**src/ecr_pkg.sv**
```systemverilog
package ecr_pkg;
  // channel and pin counts
  localparam int NUM_CH = 6;
  localparam int NUM_LUT = 4;
  localparam int NUM_PIN = 8;
  localparam int NUM_EVO = 2;
  localparam int NUM_TCMP = 3;
  localparam int SYNC_STAGES = 2;
  localparam int PIT_CNT_W = 13;
  // tap bit for the first selector code on even and odd channels
  localparam int PIT_TOP_EVEN = 12;
  localparam int PIT_TOP_ODD = 8;
  localparam int CLK_PERIOD_NS = 25;

  // register offsets and the selector reset value
  localparam logic [7:0] OFS_CH0 = 8'h10;
  localparam logic [7:0] OFS_EVO0 = 8'h20;
  localparam logic [7:0] OFS_STAT = 8'h28;
  localparam logic [7:0] RST_SEL = 8'h00;

  // generator selector codes and group masks
  localparam logic [7:0] GEN_OFF = 8'h00;
  localparam logic [7:0] GEN_RTC_OVF = 8'h06;
  localparam logic [7:0] GEN_RTC_CMP = 8'h07;
  localparam logic [7:0] GEN_PIT_BASE = 8'h08;
  localparam logic [7:0] GEN_LUT_BASE = 8'h10;
  localparam logic [7:0] GEN_AC = 8'h20;
  localparam logic [7:0] GEN_CONV_RES = 8'h24;
  localparam logic [7:0] GEN_CONV_SAMPLE_READY = 8'h25;
  localparam logic [7:0] GEN_CONV_WINDOW_COMPARE_MATCH = 8'h26;
  localparam logic [7:0] GEN_PIN_BASE = 8'h40;
  localparam logic [7:0] GEN_USART = 8'h60;
  localparam logic [7:0] GEN_SPI = 8'h61;
  localparam logic [7:0] GEN_TMR_OVF = 8'h80;
  localparam logic [7:0] GEN_TMR_HIGH_BYTE_UNDERFLOW = 8'h81;
  localparam logic [7:0] GEN_TMR_CMP_BASE = 8'h84;
  localparam logic [7:0] GEN_CAP_CAPTURE_EVENT_INPUT = 8'ha0;
  localparam logic [7:0] GEN_CAP_OVF = 8'ha1;
  localparam logic [7:0] MASK_GRP4 = 8'hfc;
  localparam logic [7:0] MASK_GRP8 = 8'hf8;
endpackage

```
**src/ecr_router.sv**
```systemverilog
`timescale 1ns/1ps
module ecr_router
  import ecr_pkg::*;
(
  input wire logic clk_sys,
  input wire logic sys_rst,
  input wire logic [7:0] reg_addr,
  input wire logic [7:0] reg_wdata,
  input wire logic reg_wr,
  input wire logic reg_rd,
  output logic [7:0] reg_rdata,
  input wire logic rtc_overflow,
  input wire logic rtc_compare,
  input wire logic rtc_prescaled_clk,
  input wire logic [ecr_pkg::NUM_LUT-1:0] lookup_output,
  input wire logic analog_comparator,
  input wire logic [ecr_pkg::NUM_PIN-1:0] port_pin,
  input wire logic converter_result_ready,
  input wire logic converter_sample_ready,
  input wire logic converter_window_compare_match,
  input wire logic serial_baud_clock,
  input wire logic spi_host_clock,
  input wire logic wide_timer_split,
  input wire logic wide_timer_overflow_or_low_underflow,
  input wire logic wide_timer_high_byte_underflow,
  input wire logic [ecr_pkg::NUM_TCMP-1:0] wide_timer_compare_match,
  input wire logic capture_timer_capture_event_input,
  input wire logic capture_timer_ovf,
  output logic [ecr_pkg::NUM_CH-1:0] chan_async,
  output logic [ecr_pkg::NUM_CH-1:0] chan_sync,
  output logic [ecr_pkg::NUM_EVO-1:0] event_pin_output
);
  import ecr_pkg::*;

  logic [7:0] ch_sel_r [NUM_CH];
  logic [7:0] ch_sel_nxt [NUM_CH];
  logic [7:0] evo_sel_r [NUM_EVO];
  logic [7:0] evo_sel_nxt [NUM_EVO];
  logic [7:0] rdata_r;
  logic [7:0] rdata_nxt;
  logic [PIT_CNT_W-1:0] pit_cnt_r;
  logic [PIT_CNT_W-1:0] pit_cnt_nxt;
  logic pit_clk_s;
  logic pit_clk_d_r;
  logic [NUM_CH-1:0] chan_retimed;
  logic high_byte_underflow_gated;

  // true when the selected generator is not clocked by clk_sys
  function automatic logic gen_is_async(input logic [7:0] sel);
    logic r;
    r = 1'b0;
    if (sel == GEN_RTC_OVF || sel == GEN_RTC_CMP || sel == GEN_AC) begin
      r = 1'b1;
    end
    if ((sel & MASK_GRP4) == GEN_LUT_BASE) begin
      r = 1'b1;
    end
    if ((sel & MASK_GRP8) == GEN_PIN_BASE) begin
      r = 1'b1;
    end
    return r;
  endfunction

  // generator multiplexer; unknown codes and zero give a quiet channel
  function automatic logic gen_pick(
    input logic [7:0] sel,
    input logic odd,
    input logic [PIT_CNT_W-1:0] pit,
    input logic [15:0] misc,
    input logic [NUM_LUT-1:0] lut,
    input logic [NUM_PIN-1:0] pin,
    input logic [NUM_TCMP-1:0] tcmp
  );
    logic r;
    r = 1'b0;
    case (sel)
      GEN_RTC_OVF: r = misc[0];
      GEN_RTC_CMP: r = misc[1];
      GEN_AC: r = misc[2];
      GEN_CONV_RES: r = misc[3];
      GEN_CONV_SAMPLE_READY: r = misc[4];
      GEN_CONV_WINDOW_COMPARE_MATCH: r = misc[5];
      GEN_USART: r = misc[6];
      GEN_SPI: r = misc[7];
      GEN_TMR_OVF: r = misc[8];
      GEN_TMR_HIGH_BYTE_UNDERFLOW: r = misc[9];
      GEN_CAP_CAPTURE_EVENT_INPUT: r = misc[10];
      GEN_CAP_OVF: r = misc[11];
      default: r = 1'b0;
    endcase
    // even channels carry the slow taps, odd ones the fast taps
    if ((sel & MASK_GRP4) == GEN_PIT_BASE) begin
      r = odd ? pit[PIT_TOP_ODD - int'(sel[1:0])]
              : pit[PIT_TOP_EVEN - int'(sel[1:0])];
    end
    if ((sel & MASK_GRP4) == GEN_LUT_BASE) begin
      r = lut[sel[1:0]];
    end
    if ((sel & MASK_GRP8) == GEN_PIN_BASE) begin
      r = pin[sel[2:0]];
    end
    if (sel >= GEN_TMR_CMP_BASE && sel < GEN_TMR_CMP_BASE + 8'h03) begin
      r = tcmp[sel[1:0]];
    end
    return r;
  endfunction

  // prescaled interval clock is foreign: two flops before use
  ecr_sync u_pit_sync (
    .clk_sys(clk_sys),
    .sys_rst(sys_rst),
    .d(rtc_prescaled_clk),
    .q(pit_clk_s)
  );

  // interval counter steps on each rising prescaled edge
  always_comb begin
    pit_cnt_nxt = pit_cnt_r;
    if (pit_clk_s && !pit_clk_d_r) begin
      pit_cnt_nxt = pit_cnt_r + 1'b1;
    end
  end

  always_ff @(posedge clk_sys) begin
    if (sys_rst) begin
      pit_cnt_r <= '0;
      pit_clk_d_r <= 1'b0;
    end else begin
      pit_cnt_r <= pit_cnt_nxt;
      pit_clk_d_r <= pit_clk_s;
    end
  end

  // underflow of the high byte exists only while split
  assign high_byte_underflow_gated = wide_timer_split & wide_timer_high_byte_underflow;

  // per channel: async path straight, sync path via chain or bypass
  for (genvar i = 0; i < NUM_CH; i++) begin : g_ch
    assign chan_async[i] = gen_pick(ch_sel_r[i], (i % 2) == 1, pit_cnt_r,
      {4'h0, capture_timer_ovf, capture_timer_capture_event_input, high_byte_underflow_gated,
       wide_timer_overflow_or_low_underflow, spi_host_clock,
       serial_baud_clock, converter_window_compare_match,
       converter_sample_ready, converter_result_ready,
       analog_comparator, rtc_compare, rtc_overflow},
      lookup_output, port_pin, wide_timer_compare_match);

    // chain always runs, so a selector change costs no extra glitch
    ecr_sync u_retime (
      .clk_sys(clk_sys),
      .sys_rst(sys_rst),
      .d(chan_async[i]),
      .q(chan_retimed[i])
    );

    assign chan_sync[i] = gen_is_async(ch_sel_r[i]) ? chan_retimed[i]
                                                    : chan_async[i];
  end

  // pin outputs: no detection, purely combinational path
  for (genvar j = 0; j < NUM_EVO; j++) begin : g_evo
    assign event_pin_output[j] =
      (evo_sel_r[j] != 8'h00 && evo_sel_r[j] <= 8'(NUM_CH))
        ? chan_async[3'(evo_sel_r[j] - 8'h01)] : 1'b0;
  end

  // register writes and one-cycle-late reads
  always_comb begin
    ch_sel_nxt = ch_sel_r;
    evo_sel_nxt = evo_sel_r;
    rdata_nxt = 8'h00;
    for (int k = 0; k < NUM_CH; k++) begin
      if (reg_wr && reg_addr == OFS_CH0 + 8'(k)) begin
        ch_sel_nxt[k] = reg_wdata;
      end
      if (reg_rd && reg_addr == OFS_CH0 + 8'(k)) begin
        rdata_nxt = ch_sel_r[k];
      end
    end
    for (int k = 0; k < NUM_EVO; k++) begin
      if (reg_wr && reg_addr == OFS_EVO0 + 8'(k)) begin
        evo_sel_nxt[k] = reg_wdata;
      end
      if (reg_rd && reg_addr == OFS_EVO0 + 8'(k)) begin
        rdata_nxt = evo_sel_r[k];
      end
    end
    if (reg_rd && reg_addr == OFS_STAT) begin
      rdata_nxt = {2'h0, chan_sync};
    end
  end

  always_ff @(posedge clk_sys) begin
    if (sys_rst) begin
      for (int k = 0; k < NUM_CH; k++) begin
        ch_sel_r[k] <= RST_SEL;
      end
      for (int k = 0; k < NUM_EVO; k++) begin
        evo_sel_r[k] <= RST_SEL;
      end
      rdata_r <= 8'h00;
    end else begin
      ch_sel_r <= ch_sel_nxt;
      evo_sel_r <= evo_sel_nxt;
      rdata_r <= rdata_nxt;
    end
  end

  assign reg_rdata = rdata_r;

  // checks on channel 0 and pin output 0
  off_quiet_a: assert property (
    @(posedge clk_sys) disable iff (sys_rst)
    ch_sel_r[0] == GEN_OFF |-> !chan_async[0] && !chan_sync[0])
    else $error("channel off but active");

  reset_off_a: assert property (
    @(posedge clk_sys) disable iff (sys_rst)
    $past(sys_rst) |-> ch_sel_r[0] == GEN_OFF)
    else $error("selector not cleared by reset");

  high_byte_underflow_gate_a: assert property (
    @(posedge clk_sys) disable iff (sys_rst)
    ch_sel_r[0] == GEN_TMR_HIGH_BYTE_UNDERFLOW && !wide_timer_split |-> !chan_sync[0])
    else $error("high underflow outside split mode");

  sync_bypass_a: assert property (
    @(posedge clk_sys) disable iff (sys_rst)
    ch_sel_r[0] == GEN_TMR_OVF
      |-> chan_sync[0] == wide_timer_overflow_or_low_underflow)
    else $error("sync generator not bypassed");

  async_pass_a: assert property (
    @(posedge clk_sys) disable iff (sys_rst)
    ch_sel_r[0] == GEN_AC |-> chan_async[0] == analog_comparator)
    else $error("async subchannel differs from source");

  retime_delay_a: assert property (
    @(posedge clk_sys) disable iff (sys_rst)
    (ch_sel_r[0] == GEN_AC)[*3] |-> chan_sync[0] == $past(chan_async[0], 2))
    else $error("retimed copy not two cycles late");

  pin_fwd_a: assert property (
    @(posedge clk_sys) disable iff (sys_rst)
    evo_sel_r[0] == 8'h01 |-> event_pin_output[0] == chan_async[0])
    else $error("pin output not following channel");

  pit_tap_a: assert property (
    @(posedge clk_sys) disable iff (sys_rst)
    ch_sel_r[0] == GEN_PIT_BASE |-> chan_async[0] == pit_cnt_r[PIT_TOP_EVEN])
    else $error("slowest tap wrong on even channel");

  read_back_a: assert property (
    @(posedge clk_sys) disable iff (sys_rst)
    reg_rd && reg_addr == OFS_CH0 |=> reg_rdata == $past(ch_sel_r[0]))
    else $error("selector read back wrong");
endmodule

```
**src/ecr_sync.sv**
```systemverilog
`timescale 1ns/1ps
// plain flip-flop chain onto clk_sys
module ecr_sync
  import ecr_pkg::*;
(
  input wire logic clk_sys,
  input wire logic sys_rst,
  input wire logic d,
  output logic q
);
  logic [SYNC_STAGES-1:0] stg_r;
  logic [SYNC_STAGES-1:0] stg_nxt;

  // shift; only the next stage reads the first one
  always_comb begin
    stg_nxt = {stg_r[SYNC_STAGES-2:0], d};
  end

  always_ff @(posedge clk_sys) begin
    if (sys_rst) begin
      stg_r <= '0;
    end else begin
      stg_r <= stg_nxt;
    end
  end

  assign q = stg_r[SYNC_STAGES-1];
endmodule

```
**config.mk**
```make
export PLATFORM = sky130hd
export DESIGN_NAME = ecr_router
export DESIGN_NICKNAME = d
export VERILOG_FILES = /design/src/ecr_pkg.sv /design/src/ecr_router.sv /design/src/ecr_sync.sv
export SDC_FILE = /design/constraint.sdc
export NUM_CORES = 1
export LEC_CHECK = 0
export BUFFER_PORTS_ARGS = -buffer_cell sky130_fd_sc_hd__buf_2
export CAP_MARGIN = 10
export CELL_PAD_IN_SITES_DETAIL_PLACEMENT = 1
export CELL_PAD_IN_SITES_GLOBAL_PLACEMENT = 1
export CORE_MARGIN = 8
export CORE_UTILIZATION = 30
export DETAILED_ROUTE_END_ITERATION = 10
export GPL_TIMING_DRIVEN = 1
export PLACE_DENSITY = 0.69
export SETUP_SLACK_MARGIN = 0.1
export SKIP_CTS_REPAIR_TIMING = 1
export SLEW_MARGIN = 10
export SYNTH_ARGS = -nofsm -noshare
export SYNTH_HDL_FRONTEND = slang
export SYNTH_HIERARCHICAL = 1
export SYNTH_SLANG_ARGS = --single-unit
export TNS_END_PERCENT = 50
```
**constraint.sdc**
```tcl
create_clock -name clk_sys -period 2.8 [get_ports clk_sys]
set_clock_uncertainty 0.05 [all_clocks]
set_input_delay 0.14 -clock clk_sys [delete_from_list [all_inputs] [get_ports clk_sys]]
set_output_delay 0.14 -clock clk_sys [all_outputs]
set_load 0.05 [all_outputs]
```
# --- Word level (Yosys, flattened, before mapping) ---
# Cells that the tools add are included.
word_totals:
  ff_bits: 100
  out_inout_bits: 22
op_classes:
  n_addsub: 9
  n_lt_le_gt_ge: 34
  eq_ne: 99
  muxes: 123
  bitwise_logic: 1
  n_reduce_logical: 42
op_table:
  columns: ["op", "count"]
  rows:
  - ["$eq A8 B6 Y1 const B", 27]
  - ["$eq A8 B8 Y1 const B", 24]
  - ["$eq A8 B3 Y1 const B", 12]
  - ["$eq A8 B7 Y1 const B", 12]
  - ["$mux W1", 82]
  - ["$pmux W1 S12", 6]
  - ["$mux W8", 8]
  - ["$eq A8 B5 Y1 const B", 6]
  - ["$ge A8 B8 Y1 const B", 6]
  - ["$lt A8 B8 Y1 const B", 6]
  - ["$eq A6 B2 Y1 const B", 6]
  - ["$eq A6 B3 Y1 const B", 6]
  - ["$lt A5 B6 Y1 const B", 6]
  - ["$lt A3 B4 Y1 const B", 8]
  - ["$eq A5 B4 Y1 const B", 6]
  - ["$sub A4 B2 Y5 const A", 6]
  - ["$logic_and A1 B1 Y1", 26]
  - ["$bmux W1 S2", 12]
  - ["$bmux W1 S3", 8]
  - ["$bmux W1 S4", 6]
  - ["$lt A2 B3 Y1 const B", 6]
  - ["$le A8 B3 Y1 const B", 2]
  - ["$reduce_bool A8 Y1", 2]
  - ["$add A13 B1 Y13 const B", 1]
  - ["6 further kinds", 18]

# --- Logic depth before layout (Yosys ltp) ---
# Gate-level depths: netlist of run 1.
logic_depth:
  word_depth: 11
  depth_mapped: 11
  depth_no_buf: 10

# --- By module ---
# Netlist of run 1, hierarchy kept.
modules_own_cells:
  columns: ["module", "n_inst", "cells_per_inst", "area_per_inst_um2", "seq_area_each_um2"]
  rows:
  - ["ecr_router", 1, 842, 7005.5, 1721.7]
  - ["ecr_sync", 7, 4, 52.6, 40.0]

# --- Worst setup path before layout of run 1 ---
# OpenSTA, ideal clock, no wires.
synth_path:
  path_kind: "register to output"
  start: "register ch_sel_r[16] in the netlist's numbering"
  end: "output port event_pin_output[0] in the netlist's numbering"
  arrival_ns: 3.945
  required_ns: 2.610
  slack_ns: -1.335
  stages_incl_launch_ff: 11
  path_buffers: 1
  cell_sequence: "dfxtp_1 clkbuf_1 inv_1 ha_1 mux4_2 nand2_1 a31oi_1 o311ai_1 nor2_1 a31oi_1 a211oi_1"
synth_via:
  elab_chain_cells: 11
  elab_cells_between_ends: 33
  cone_classes: "1 x add/sub; 2 x order compare; 12 x eq/ne; 17 x mux; 1 x reduce/logical"
synth_lines:
  columns: ["item", "line_no", "source"]
  rows:
  - ["start, declared", "ecr_router.sv:35", "logic [7:0] ch_sel_r [NUM_CH];"]
  - ["start signal, assigned", "ecr_router.sv:202", "ch_sel_r <= ch_sel_nxt;"]
  - ["$sub A4 B2 Y5", "ecr_router.sv:93", "r = odd ? pit[PIT_TOP_ODD - int'(sel[1:0])]"]
  - ["$bmux W1 S4", "ecr_router.sv:93", null]
  - ["$mux W1 (not written as such) (2 in series)", "ecr_router.sv:93", null]
  - ["$mux W1", "ecr_router.sv:92", "if ((sel & MASK_GRP4) == GEN_PIT_BASE) begin"]
  - ["$mux W1", "ecr_router.sv:96", "if ((sel & MASK_GRP4) == GEN_LUT_BASE) begin"]
  - ["$mux W1", "ecr_router.sv:99", "if ((sel & MASK_GRP8) == GEN_PIN_BASE) begin"]
  - ["$mux W1 *", "ecr_router.sv:102", "if (sel >= GEN_TMR_CMP_BASE && sel < GEN_TMR_CMP_BASE + 8'h03) begin"]
  - ["named net chan_async, one bit", "ecr_router.sv:29", "output logic [ecr_pkg::NUM_CH-1:0] chan_async,"]
  - ["$bmux W1 S3 *", "ecr_router.sv:163", "? chan_async[3'(evo_sel_r[j] - 8'h01)] : 1'b0;"]
  - ["$mux W1 (not written as such) *", "ecr_router.sv:163", null]
  - ["$mux W1 *", "ecr_router.sv:163", null]
  - ["end, declared", "ecr_router.sv:31", "output logic [ecr_pkg::NUM_EVO-1:0] event_pin_output"]
# The timed path passes the listed nets; every way through them passes the cells marked *. The select of a mux whose other input is x is not followed.

# --- Final worst setup path of run 1 ---
layout_path:
  start: "register ch_sel_r[8] in the netlist's numbering"
  end: "output port event_pin_output[1] in the netlist's numbering"
layout_via:
  elab_chain_cells: 11
  elab_cells_between_ends: 33
  cone_classes: "1 x add/sub; 2 x order compare; 12 x eq/ne; 17 x mux; 1 x reduce/logical"
layout_lines:
  columns: ["item", "line_no", "source"]
  rows:
  - ["$sub A4 B2 Y5", "ecr_router.sv:94", ": pit[PIT_TOP_EVEN - int'(sel[1:0])];"]
  - ["$bmux W1 S4", "ecr_router.sv:94", null]
  - ["$mux W1 (not written as such) (2 in series)", "ecr_router.sv:94", null]
  - ["$mux W1", "ecr_router.sv:92", null]
  - ["$mux W1", "ecr_router.sv:96", null]
  - ["$mux W1", "ecr_router.sv:99", null]
  - ["$mux W1 *", "ecr_router.sv:102", null]
  - ["$bmux W1 S3 *", "ecr_router.sv:163", null]
  - ["$mux W1 (not written as such) *", "ecr_router.sv:163", null]
  - ["$mux W1 *", "ecr_router.sv:163", null]
# Mark *: on every way between the ends. The rest lies on a longest branch, timed or not. The select of a mux whose other input is x is not followed.

==> qor.csv, run 1 <==
metric,value,unit
status,"finished, violations left",
failing checks,setup timing,
setup_tns,-0.467,ns
P_leak,0.00345,µW
power share of the sequential group,0.457,
crit share post-route,1.07,
Avg Vias per Cell,5.84,
Final setup viols,4,
register area share after synthesis,0.272,
first-pass GRT wire length,46400,µm
Worst-path clk slew,0.07,ns
area post-placement,8490,µm²
Buffers on Ports,70,
Via Count,7548,
Net Sw Power,803,µW
Yosys cell types,66,
die footprint,29800,µm²
CTS root buf,clkbuf_16,
crit path time final,3.00,ns
core area,24200,µm²
RSZ-0062 raised after global routing,yes,
DIE WIDTH,173,µm
htree depth,3,
post-layout util,0.389,
Yosys warnings,6,
clock share of power,0.454,
total CTS buffers,9,
Crit Path Category,reg2out,
Initial Utilization,0.304,
worst path arrival time,2.81,ns
Worst Tran Pin Value,0.642,ns
Finished Cell Area,9440,µm²
GP Congestion,0.949,
WP data required,2.61,ns
wire per inst,24.6,µm
chip height,173,µm
maximum vdd ir drop,242,µV
Critical Path Fanout Max,5,
initial drt markers,667,
Post-synth EDFFs,0,
row cnt,57,
Synthesized Nets,948,
drt first pass iters,5,
largest net degree at the start of global routing,52,
Post-synth ARST share,0,
final wirelength,31700,µm
# DRC,0,
vias in the first global route,7502,
sw frac,0.258,
GRT Residual Overflow,0,
final worst slack,-0.204,ns
Mapped Area,7370,µm²
Detailed Place HPWL,23400,µm
post-synth top area share,0.272,
Tightest Hold Check Type,in2reg,
Comb pwr share,0.089,
DRT antenna net count,0,
ratio of cells with drive above 1 in the final layout,0.303,
initial antenna violation count,0,
"flops & latches, synth",100,
CTS tree,yes,
fin nets,1041,
PD cells,329,nW/µm²
list of most frequent post-synthesis cells,"nor2_1, dfxtp_1, mux2i_1",
Pint,2310,µW
DP Worst Slack,-0.208,ns
main flop type after synthesis,dfxtp_1,
Total GRT Usage,0.200,
critical path capture point type,output pin,
Max Root-Sink Buffers,2,
final max-slew violation count,0,
Cells after Synth,870,
top-count cell post-synth,nor2_1,
# Max-Cap Violations,0,
IO Pins,71,
final hold viol count,0,
synthesis-to-finish area growth,28.1,%
achievable clock frequency,333,MHz
dominant cell type by area after synthesis,dfxtp_1,
max_slew headroom,0.566,
synthesized area per cell,8.48,µm²
Startpoint Class,flop,
# clock sinks,100,
Synth area leaders,"dfxtp_1, mux2i_1, mux4_2, nor2_1, ha_1",
clk_lat worst skew,0.37,ns
hold_ws,0.111,ns
==> power groups by stage <==
stage | sequential (µW) | combinational, µW | clock (µW)
3_5_place_dp | 1460 | 264 | 0
2_1_floorplan | 1460 | 110 | 0
3_3_place_gp | 1460 | 259 | 0
5_1_grt | 1420 | 285 | 1490
4_1_cts | 1430 | 264 | 1440
6_report | 1420 | 277 | 1410
==> area by class of cell <==
type	count	area (µm²)
Sequential cell	100	2040
Multi-Input combinational cell	669	5470
Inverter	33	134
Fill cell	2881	14800
Clock buffer	10	239
Clock inverter	5	83.8
Timing Repair Buffer	150	1060
Antenna cell	1	2.50
Tap cell	324	405
==> state kept, by name, summed over array words and instances (netlist names) <==
| register | count |
|---|---|
| ch_sel_r | 48 |
| evo_sel_r | 16 |
| pit_cnt_r | 13 |
| g_ch.u_retime/stg_r | 12 |
| reg_rdata | 8 |
| u_pit_sync/stg_r | 2 |
| pit_clk_d_r | 1 |
==> metrics by stage <==
step,power (µW),cells
detailed placement,1730,1258
finish,3110,1292
global route,3200,1291
global placement,1720,1258
CTS,3130,1273
floorplan,1570,870
==> worst paths after layout <==
check,to,startpoint,slack (ns),cells past startpoint
setup / recovery,event_pin_output[1],ch_sel_r[8],-0.20,10
hold / removal,ch_sel_r[27],reg_wdata[3],0.11,3
setup reg to reg,reg_rdata[3],ch_sel_r[16],0.25,9
hold reg to reg,u_pit_sync/stg_r[1],u_pit_sync/stg_r[0],0.40,1
==> metal layers <==
metal	wire length, µm	track usage
met1	13800	0.265
met3	2260	0.0351
met4	1150	0.0773
met5	0	0
met2	14500	0.318
==> logic make-up after synthesis <==
logic type,Yosys count,share of synthesized area
muxes,118,0.213
buffers and inverters,101,0.0548
xor gates and xnor gates,14,0.0166
AOI/OAI and AO/OA,168,0.160
DFF,100,0.272
and+or+nand+nor,340,0.235
adders and majority gates,29,0.0492
==> layout by cell type, fill, tap and decap left out, drive strengths merged, types with 30 or more instances in the layout <==
cell   synthesis  routed
buf           15     149
nor2         111     111
dfxtp        100     100
mux2i         82      82
nand2         70      70
inv           33      34
nor2b         33      33
mux4          30      30
o21ai         30      30
==> critical path, stage by stage, from the launching register on <==
cell,delay (ns)
dfxtp_4,0.36
buf_6,0.11
mux4_2,0.50
nor2b_4,0.15
nor4b_4,0.23
o21ai_2,0.08
a211oi_2,0.34
nor2_4,0.12
a221oi_4,0.32
a211oi_4,0.06
buf_6,0.16
No activity file was read; power rests on OpenSTA's default activity.
==> inputs of run 2 (changes only) <==
--- a/config.mk
+++ b/config.mk
@@ -7,13 +7,11 @@
 export LEC_CHECK = 0
 export BUFFER_PORTS_ARGS = -buffer_cell sky130_fd_sc_hd__buf_2
 export CAP_MARGIN = 10
-export CELL_PAD_IN_SITES_DETAIL_PLACEMENT = 1
-export CELL_PAD_IN_SITES_GLOBAL_PLACEMENT = 1
 export CORE_MARGIN = 8
 export CORE_UTILIZATION = 30
 export DETAILED_ROUTE_END_ITERATION = 10
 export GPL_TIMING_DRIVEN = 1
-export PLACE_DENSITY = 0.69
+export PLACE_DENSITY = 0.58
 export SETUP_SLACK_MARGIN = 0.1
 export SKIP_CTS_REPAIR_TIMING = 1
 export SLEW_MARGIN = 10
==> run 2 against run 1 <==
The flow still finishes with violations (setup timing). Design area is 1.7% lower. Critical path depth is 1 higher. Non-clock buffer count is 9 lower. Sequential power hardly changed. Critical path type unchanged. Clock power is 9.9% lower. Power is 5.0% lower. Die area stayed put. Register-to-register slack worse by 0.06 ns.
==> qor.csv, run 2 (synthesis results as in run 1) <==
metric,value,unit
total CTS buffers,9,
final max-slew violation count,0,
final wirelength,28800,µm
Total GRT Usage,0.187,
DP Worst Slack,-0.0433,ns
RSZ-0062 raised after global routing,yes,
Final setup viols,3,
Detailed Place HPWL,20800,µm
# Max-Cap Violations,0,
vias in the first global route,7209,
# DRC,0,
"slowest stage delay, CP",0.36,ns
achievable clock frequency,329,MHz
IO Pins,71,
Max Root-Sink Buffers,2,
final hold viol count,0,
Finished Cell Area,9290,µm²
"commonest non-fill, non-tap cell in the layout",nor2_1,
CTS tree,yes,
Design Power,2950,µW
GRT Residual Overflow,0,
CP max stage cell,dfxtp_2,
fin nets,1032,
register bank with the most flops,ch_sel_r,
crit path time final,3.04,ns
Regs by FF count,"ch_sel_r (48), evo_sel_r (16), pit_cnt_r (13)",
Startpoint Class,flop,
Worst Tran Pin Value,1.03,ns
DIE WIDTH,173,µm
P_leak,0.00338,µW
worst path arrival time,2.85,ns
clk_lat worst skew,0.36,ns
DRT antenna net count,0,
largest net degree at the start of global routing,94,
die footprint,29800,µm²
max reg flops,48,
status,"finished, violations left",
most frequent cells in the layout,"nor2_1, dfxtp_1, mux2i_1, nand2_1, buf_4",
Initial Utilization,0.304,
htree depth,3,
first-pass GRT wire length,43900,µm
initial drt markers,763,
failing checks,setup timing,
CTS root buf,clkbuf_16,
maximum vdd ir drop,320,µV
Critical Path Fanout Max,4,
row cnt,57,
post-layout util,0.383,
WP data required,2.61,ns
Avg Vias per Cell,5.77,
critical path capture point type,output pin,
Buffers on Ports,70,
Inserted Diodes,0,
PD cells,318,nW/µm²
synthesis-to-finish area growth,26.0,%
WP buf/inv,2,
Crit Path Category,reg2out,
Non-Filler Instances,1283,
final worst slack,-0.242,ns
crit share post-route,1.09,
area post-placement,8430,µm²
Placed Cells,1250,
drt first pass iters,5,
# clock sinks,100,
chip height,173,µm
Via Count,7404,
core area,24200,µm²
ratio of cells with drive above 1 in the final layout,0.291,
Worst-path clk slew,0.07,ns
Top delay family on crit path,compound AO/OA/AOI/OAI gates,
initial antenna violation count,0,
Tightest Hold Check Type,in2reg,
CP Cell Sequence,"inv_2, ha_4, mux4_2, nor2b_4, nor4b_4, o21ai_1, a211oi_2, nor2_4, a221oi_4, a211oi_4, buf_6",
max_slew headroom,0.315,
GP Congestion,0.944,
wire per inst,22.4,µm
run 2: changes by cell type in the layout (fill, tap and decap cells not counted), moves of 3 or more:
cell / previous run / this run
buf_4: 74 / 66
buf_6: 12 / 7
dfxtp_4: 9 / 6
ha_1: 15 / 18
inv_4: 4 / 0
run 2: per-stage QoR:
step / hold slack, ns / TNS [ns]
2_1_floorplan: 0.162 / -0.0906
3_3_place_gp: 0.296 / 0
3_5_place_dp: 0.305 / -0.0805
4_1_cts: -0.0717 / -2.04
5_1_grt: 0.115 / -0.933
6_report: 0.100 / -0.509
run 2: path summary, 6_finish.rpt:
check                                               start                   endpoint  slack (ns)  cells past startpoint
worst max-delay path                          ch_sel_r[8]        event_pin_output[0]       -0.24                     11
worst min-delay path                         reg_wdata[2]               ch_sel_r[26]        0.10                      3
worst max register to register                ch_sel_r[8]               reg_rdata[4]        0.19                     11
worst min register to register  g_ch[1].u_retime/stg_r[0]  g_ch[1].u_retime/stg_r[1]        0.39                      1
run 2: power by group:
group / switching (µW) / internal (µW)
clock network: 589 / 676
logic: 187 / 79.5
registers: 3.46 / 1420
total: 779 / 2180
run 2: routing by layer:
metal,vias to the layer above,global-route usage,routed length [µm]
met5,-,0.00831,0
met1,3612,0.255,12500
met3,73,0.0362,2520
met4,0,0.0780,991
met2,363,0.283,12800
li1,3356,-,-
run 2: worst min-delay path, delay by kind of cell:
kind,cells,cell delay [ns]
AOI/OAI and AO/OA,1,0.06
buffers and inverters,1,0.18
and+or+nand+nor,1,0.08
run 2: layout make-up:
class	instances	area, µm²
clock buffers	13	270
inverters	33	134
clock inverters	3	20.0
fillers	2513	15000
well taps	324	405
multi-input cells	669	5440
flip-flops and latches	100	2040
repair buffers	141	985
